<file path="config.mk">
export PLATFORM = sky130hd
export DESIGN_NAME = touch_host_notify
export DESIGN_NICKNAME = d
export VERILOG_FILES = /design/src/design/touch_notify_pkg.sv /design/src/design/strap_sync.sv /design/src/design/touch_host_notify.sv
export VERILOG_INCLUDE_DIRS = /design/src /design/src/design
export SDC_FILE = /design/constraint.sdc
export NUM_CORES = 1
export LEC_CHECK = 0
export BUFFER_PORTS_ARGS = -buffer_cell sky130_fd_sc_hd__buf_2
export CAP_MARGIN = 20
export CORE_MARGIN = 3
export CORE_UTILIZATION = 55
export DETAILED_ROUTE_END_ITERATION = 8
export PLACE_DENSITY = 0.85
export SLEW_MARGIN = 40
export SYNTH_ARGS = -nofsm -noshare
export SYNTH_HDL_FRONTEND = slang
export SYNTH_HIERARCHICAL = 1
export SYNTH_SLANG_ARGS = --single-unit
</file>
<file path="constraint.sdc">
create_clock -name clk_sys_i -period 8.95 [get_ports clk_sys_i]
set_input_delay 1.79 -clock clk_sys_i [delete_from_list [all_inputs] [get_ports clk_sys_i]]
set_output_delay 1.79 -clock clk_sys_i [all_outputs]
set_load 0.005 [all_outputs]
</file>
<file path="src/design/touch_notify_defs.svh">
`ifndef TOUCH_NOTIFY_DEFS_SVH
`define TOUCH_NOTIFY_DEFS_SVH

// message store depth in entries and message width in bits
`define MSG_DEPTH          16
`define MSG_WIDTH          8
`define MSG_COUNT_WIDTH    5
// command codes written into the command object
`define CMD_WIDTH          8
`define CMD_NONE           8'h00
`define CMD_SAVE           8'h55
`define CMD_RESET          8'h01
// hid-side power state argument of the set power request
`define PWR_ON             1'b0
`define PWR_SLEEP          1'b1
// startup message pushed into the store after reset
`define STARTUP_MSG        8'h01
// time from reset release to the startup message, in us
`define STARTUP_DELAY_US   10
`define CLK_MHZ            100

`endif

</file>
<file path="src/design/touch_notify_pkg.sv">
package touch_notify_pkg;
  `include "touch_notify_defs.svh"

  typedef enum logic [1:0] {
    st_startup,
    st_run,
    st_suspend
  } notify_state_t;

  typedef logic [`MSG_WIDTH-1:0] msg_t;
  typedef logic [`CMD_WIDTH-1:0] cmd_t;
endpackage

</file>
<file path="src/design/strap_sync.sv">
// two-stage synchroniser for the interface-select strap
module strap_sync (
  input  wire logic clk_sys_i, // system clock
  input  wire logic rst_n_i,   // synchronous reset, active low
  input  wire logic async_i,   // asynchronous level
  output logic      sync_o     // synchronised level
);
  typedef struct packed {
    logic s1;
    logic s2;
  } sync_state_t;

  sync_state_t r;
  sync_state_t next_r;

  always_comb begin
    next_r    = r;
    next_r.s1 = async_i;
    next_r.s2 = r.s1;
  end

  // strap idles high, so reset to the plain two-wire reading
  always_ff @(posedge clk_sys_i) begin
    if (!rst_n_i) begin
      r <= '{s1: 1'b1, s2: 1'b1};
    end else begin
      r <= next_r;
    end
  end

  assign sync_o = r.s2;
endmodule

</file>
<file path="src/design/touch_host_notify.sv">
// What this block does
// - message pending line is active low open drain: only ever pulled low.
// - plain mode: assert pending line whenever a new message enters store.
// - plain mode: after reset the startup message makes the pending line go low.
// - strap tied low selects hid mode, otherwise plain two-wire mode.
// - hid set power sleep command enters a low-power suspend state.
// - device executes the command code written to command object.
// - all status is held in the message store, read by host.
// - hid mode: messages are pushed automatically as input reports.
// - every configuration field resets to zero, a safe disabled default.
// - save command makes configuration persistent in nonvolatile memory.
// - debug, store, user data and count objects are read only.
// - hid mode: any memory-map read or write stops auto delivery.
`include "touch_notify_defs.svh"
module touch_host_notify
  import touch_notify_pkg::*;
#(
  parameter int DEPTH   = `MSG_DEPTH,
  parameter int MSG_W   = `MSG_WIDTH,
  parameter int CNT_W   = `MSG_COUNT_WIDTH
) (
  input  wire logic             clk_sys_i,       // system clock
  input  wire logic             rst_n_i,         // sync reset, active low
  input  wire logic             strap_i,         // interface select pin
  input  wire logic             msg_valid_i,     // new message from core
  input  wire logic [MSG_W-1:0] msg_data_i,      // message contents
  output logic                  msg_ready_o,     // store can accept
  input  wire logic             store_read_i,    // host reads store head
  output logic      [MSG_W-1:0] store_data_o,    // store head, read only
  output logic                  store_empty_o,   // nothing pending
  output logic      [CNT_W-1:0] msg_count_o,     // message count object
  input  wire logic             cmd_write_i,     // command object write
  input  wire logic [`CMD_WIDTH-1:0] cmd_code_i, // written command code
  output logic                  save_req_o,      // pulse: store to nvm
  output logic                  reset_req_o,     // pulse: software reset
  input  wire logic             nvm_busy_i,      // nvm write in progress
  input  wire logic             auto_on_i,       // hid auto-return request
  input  wire logic             auto_off_i,      // hid null command
  input  wire logic             map_access_i,    // hid memory-map access
  output logic                  report_valid_o,  // hid input report out
  output logic      [MSG_W-1:0] report_data_o,   // input report payload
  input  wire logic             report_ready_i,  // report taken by link
  input  wire logic             set_power_i,     // hid set power command
  input  wire logic             set_power_arg_i, // 1 sleep, 0 on
  output logic                  suspend_o,       // low-power state
  output logic                  hid_mode_o,      // strap decoded
  output logic                  pending_n_o,     // pending line level
  output logic                  pending_oe_o     // pending line pull low
);
  localparam int STARTUP_CYC_I = `STARTUP_DELAY_US * `CLK_MHZ;
  localparam int PTR_W = $clog2(DEPTH);
  localparam int DLY_W = $clog2(STARTUP_CYC_I + 1);
  localparam logic [DLY_W-1:0] STARTUP_CYC = DLY_W'(STARTUP_CYC_I);
  localparam logic [CNT_W-1:0] DEPTH_C = CNT_W'(DEPTH);

  typedef struct packed {
    notify_state_t      state;
    logic [DLY_W-1:0]   delay;
    logic [PTR_W-1:0]   wr_ptr;
    logic [PTR_W-1:0]   rd_ptr;
    logic [CNT_W-1:0]   count;
    logic               auto_en;
    logic               report_valid;
    logic [MSG_W-1:0]   report_data;
    logic               save_req;
    logic               save_wait;
    logic               reset_req;
    logic               suspend;
    logic               pending_oe;
    logic               msg_ready;
    logic [MSG_W-1:0]   head;
    logic               empty;
  } core_state_t;

  core_state_t r;
  core_state_t next_r;
  logic [MSG_W-1:0] store_mem [DEPTH];
  logic strap_sync_q;
  logic hid_mode;
  logic push;
  logic host_pop;
  logic auto_pop;
  logic pop;
  logic [MSG_W-1:0] push_data;
  logic [PTR_W-1:0] head_ptr;

  strap_sync u_strap_sync (
    .clk_sys_i (clk_sys_i),
    .rst_n_i   (rst_n_i),
    .async_i   (strap_i),
    .sync_o    (strap_sync_q)
  );

  assign hid_mode = ~strap_sync_q;

  // the startup message shares the store with core messages
  always_comb begin
    push      = 1'b0;
    push_data = msg_data_i;
    if (r.state == st_startup && r.delay == '0) begin
      push      = r.count != DEPTH_C;
      push_data = `STARTUP_MSG;
    end else if (r.state != st_startup) begin
      push = msg_valid_i && r.msg_ready;
    end
  end

  // host reads are served in either mode; auto delivery drains in hid mode
  assign host_pop = store_read_i && r.count != '0;
  assign auto_pop = !host_pop && hid_mode && r.auto_en && !r.suspend
                    && r.count != '0
                    && (!r.report_valid || report_ready_i);
  assign pop = host_pop || auto_pop;
  assign head_ptr = pop ? PTR_W'(r.rd_ptr + 1'b1) : r.rd_ptr;

  always_ff @(posedge clk_sys_i) begin
    if (push) begin
      store_mem[r.wr_ptr] <= push_data;
    end
  end

  always_comb begin
    next_r           = r;
    next_r.save_req  = 1'b0;
    next_r.reset_req = 1'b0;

    case (r.state)
      st_startup: begin
        if (r.delay != '0) begin
          next_r.delay = r.delay - 1'b1;
        end else begin
          next_r.state = st_run;
        end
      end
      st_run: begin
        if (hid_mode && set_power_i && set_power_arg_i == `PWR_SLEEP) begin
          next_r.state   = st_suspend;
          next_r.suspend = 1'b1;
        end
      end
      st_suspend: begin
        if (set_power_i && set_power_arg_i == `PWR_ON) begin
          next_r.state   = st_run;
          next_r.suspend = 1'b0;
        end
      end
      default: begin
        next_r.state = st_startup;
      end
    endcase

    if (push) begin
      next_r.wr_ptr = PTR_W'(r.wr_ptr + 1'b1);
    end
    if (pop) begin
      next_r.rd_ptr = PTR_W'(r.rd_ptr + 1'b1);
    end
    case ({push, pop})
      2'b10:   next_r.count = r.count + 1'b1;
      2'b01:   next_r.count = r.count - 1'b1;
      default: next_r.count = r.count;
    endcase
    next_r.msg_ready = next_r.count != DEPTH_C && r.state != st_startup;

    // head mirrors the entry at the read pointer after this edge
    if (push && next_r.wr_ptr == PTR_W'(head_ptr + 1'b1)
        && r.count == (pop ? CNT_W'(1) : '0)) begin
      next_r.head = push_data;
    end else begin
      next_r.head = store_mem[head_ptr];
    end

    // map access wins over a start request in the same cycle
    if (map_access_i) begin
      next_r.auto_en = 1'b0;
    end else if (auto_off_i) begin
      next_r.auto_en = 1'b0;
    end else if (auto_on_i && hid_mode) begin
      next_r.auto_en = 1'b1;
    end
    if (!hid_mode) begin
      next_r.auto_en = 1'b0;
    end

    if (auto_pop) begin
      next_r.report_valid = 1'b1;
      next_r.report_data  = r.head;
    end else if (report_ready_i) begin
      next_r.report_valid = 1'b0;
    end

    // one save at a time; a save issued before the previous save's nvm write ends is dropped
    if (cmd_write_i && cmd_code_i == `CMD_SAVE && !r.save_wait) begin
      next_r.save_req  = 1'b1;
      next_r.save_wait = 1'b1;
    end else if (r.save_wait && !r.save_req && !nvm_busy_i) begin
      next_r.save_wait = 1'b0;
    end
    if (cmd_write_i && cmd_code_i == `CMD_RESET) begin
      next_r.reset_req = 1'b1;
    end

    // plain mode pull-low follows store occupancy
    next_r.pending_oe = !hid_mode && next_r.count != '0;
    // registered so the empty flag leaves the block straight from a flop
    next_r.empty      = next_r.count == '0;
  end

  always_ff @(posedge clk_sys_i) begin
    if (!rst_n_i) begin
      r       <= '0;
      r.state <= st_startup;
      r.delay <= STARTUP_CYC;
      r.empty <= 1'b1;
    end else begin
      r <= next_r;
    end
  end

  assign msg_ready_o    = r.msg_ready;
  assign store_data_o   = r.head;
  assign store_empty_o  = r.empty;
  assign msg_count_o    = r.count;
  assign save_req_o     = r.save_req;
  assign reset_req_o    = r.reset_req;
  assign report_valid_o = r.report_valid;
  assign report_data_o  = r.report_data;
  assign suspend_o      = r.suspend;
  assign hid_mode_o     = hid_mode;
  assign pending_n_o    = 1'b0;
  assign pending_oe_o   = r.pending_oe;
endmodule

</file>
==> results_dict.tcl <==
set metrics [dict create \
    status "finished, final reports clean" \
    initial_core_util_pct 57.6 \
    tightestPinTransition_ps 760 \
    synth-seq-cells 180 \
    ys_async_sr_fraction_pct 0 \
    post-route-period-util_pct 57.0 \
    worstSetupEndpointType "register" \
    grt_antenna_before_repair 0 \
    max_clock_freq_mhz 196 \
    grtUsageTotal_pct 23.8 \
    dieArea_um2 17100 \
    cts_buffer_depth 2 \
    drtIter0Drc 690 \
    wire_per_inst_um 21.6 \
    wl_met1_um 7910 \
    dr.pass1.iters 6 \
    critPathLaunchType "input port" \
    drc 0 \
    wirelength_um 20000 \
    postCtsSetupRepairBufs 0 \
    io_pins 59 \
    clock_latency_ps 440 \
    grt_pass1_vias 5614 \
    core_area_um2 14900 \
    num_vias 5927 \
    syn_nets 732 \
    critPathMaxFanout 43 \
    finalHoldViolCount 0 \
    maxSlewViolCount 0 \
    maxCapViolCount 0 \
    slew_headroom_pct 49.2 \
    peakVddDrop_v 0.000140 \
    fin_tns_setup_ps 0 \
    drive_gt1_share_pct 23.3 \
    ys_seq_area_share_pct 57.1 \
    worstSetupPathType "input port to register" \
    place_congestion 0.940 \
    vias_per_cell 6.42 \
    grt_overflow 0 \
    ant_nets 0 \
    cp_data_arrival_time_ps 5450 \
    crit_required_ps 9300 \
    synth_area_um2 8560 \
    hold_buffers 0 \
    cts_buffers 17 \
    period_minus_slack_ps 5100 \
    ys_warn_count 6 \
    final-setup-viol-count 0 \
    instances_no_fill 923 \
    dp_hpwl_um 13700 \
    rows 44 \
    clkTransAtPathRegs_ps 70 \
    wl_met3_um 1770 \
    power.density_nw_per_um2 185 \
    grt_pass1_wl_um 30300 \
    power_w 0.00174 \
    netlist.area_leader.share_pct 44.9 \
    grt_start_max_net_pins 44 \
    nFillCells 1035 \
    hp-class "register to register" \
    yosysTopAreaCell "edfxtp_1" \
    syn_avg_cell_area_um2 12.4 \
    wl_met2_um 9660 \
    syn2layout_area_growth_pct 10.4 \
    cts_root_buf "clkbuf_16" \
    port_buffers 57 \
    syn_inst 692 \
    htreeDepth 4 \
    num-nets-final 766 \
    p_leak_nw 3.35 \
    placed_cells 890 \
    ys.flop_type "edfxtp_1" \
    finalClockSkew_ps 9.00 \
    ctsResizeCount 0 \
    netlist-cell-type-count 76 \
    synth_edf_count 128 \
    ys_top_cells_by_area "edfxtp_1 (45%), dfxtp_1 (12%), mux2i_1 (4.4%)" \
    tritoncts "yes" \
    top_layer "met4" \
    diodes 0 \
    rsz0062_at_grt "false" \
    cts.sinks 180 \
    die_y_um 131 \
    die_w_um 131 \
]
## worst paths after layout
check	startpoint	endpoint	slack [ps]	cells past startpoint
worst min-delay path	u_strap_sync/next_r[0]	u_strap_sync/sync_o	410	1
worst max register to register	u_strap_sync/sync_o	store_data_o[0]	4660	12
worst max-delay path	store_read_i	store_data_o[0]	3850	13
worst min register to register	u_strap_sync/next_r[0]	u_strap_sync/sync_o	410	1
## flip-flops by register name, indices dropped and copies added, names as in the netlist
register / count
msg_ready_o: 1
suspend_o: 1
u_strap_sync/sync_o: 1
msg_count_o: 5
r: 22
u_strap_sync/next_r: 1
reset_req_o: 1
report_data_o: 8
save_req_o: 1
pending_oe_o: 1
store_data_o: 8
store_mem: 128
store_empty_o: 1
report_valid_o: 1
## Yosys cell counts, types with 4 or more instances
library cell  instances
edfxtp_1            128
dfxtp_1              52
nor2_1               49
mux2i_1              38
nand2_1              30
mux2_2               25
buf_4                24
nand3_1              23
a22oi_1              22
a21oi_1              21
inv_1                20
clkbuf_1             19
o21ai_0              14
xnor2_1              14
nor2b_1              13
ha_1                 11
nor3_1               10
nor4_1               10
nand2b_1              9
o221ai_1              9
a22o_1                8
and3_1                8
buf_2                 8
a311oi_2              7
and2_1                7
o22ai_1               7
o32ai_1               7
a211o_1               6
xor2_1                6
o211ai_1              5
o21bai_2              5
a21o_1                4
buf_1                 4
buf_6                 4
mux4_2                4
nor4b_1               4
## per-layer routing
| layer | up-vias | global-route usage (%) |
|---|---|---|
| met4 | 0 | 10.3 |
| li1 | 2677 | - |
| met3 | 59 | 6.22 |
| met2 | 324 | 38.6 |
| met5 | - | 0 |
| met1 | 2867 | 30.4 |
## layout by cell type, fill, tap and decap left out, types with 8 or more instances in the layout
cell	instances
a21oi_1	21
a22o_1	8
a22oi_1	22
and3_1	8
buf_2	57
buf_4	16
clkbuf_16	17
dfxtp_1	52
edfxtp_1	128
ha_1	11
inv_1	20
mux2_2	25
mux2i_1	38
nand2_1	30
nand2b_1	9
nand3_1	23
nor2_1	47
nor2b_1	8
nor3_1	10
nor4_1	10
o21ai_0	14
o221ai_1	9
xnor2_1	14
## per-stage QoR
step / instance area [um^2] / hold WS (ps) / utilization [%] / setup slack [ps]
global route: 9450 / 429 / 63.6 / 3610
floorplan: 8560 / 386 / - / 4320
detailed placement: 8890 / 394 / 59.8 / 3510
global placement: 8850 / 388 / 59.5 / 3440
finish: 9450 / 408 / 63.6 / 3850
CTS: 9430 / 410 / 63.4 / 3890
## cell families (layout without fill, tap and decap cells)
kind of cell	count (synthesis)	in the layout	share of synthesized area, %
simple gates	191	191	12.1
flops	180	180	57.1
compound gates	139	139	12.8
buf+inv	81	128	5.07
mux	67	67	8.78
xor+xnor	22	22	2.50
fa+ha+maj	11	11	1.61
other cells	1	1	0.0438
## area by class of cell
cell class / instances / area [um^2] / area share, %
clock buffer: 18 / 429 / 4.54
inverter: 22 / 85.1 / 0.901
tap: 184 / 230 / 2.44
multi-input combinational: 431 / 3290 / 34.8
timing repair buffer: 74 / 417 / 4.41
clock inverter: 14 / 115 / 1.22
sequential: 180 / 4880 / 51.7
## worst max-delay path, stage by stage
cell and delay [ps]:
buf_2 310, nor2b_1 110, o21ai_0 90, nand2_1 290, nor2_4 440, inv_4 320, ha_1 320, xnor2_1 220
xnor2_1 170, xnor3_1 250, nand4b_1 380, or2_1 480, a311oi_2 250
## report_power, final
group | switching [W] | total [W] | internal [W] | leakage [nW]
sequential | 0.0000136 | 0.000915 | 0.000902 | 1.57
combinational | 0.0000803 | 0.000135 | 0.0000547 | 1.51
clock | 0.000330 | 0.000693 | 0.000363 | 0.270
total | 0.000424 | 0.00174 | 0.00132 | 3.35
(Power assumes the default switching activity.)
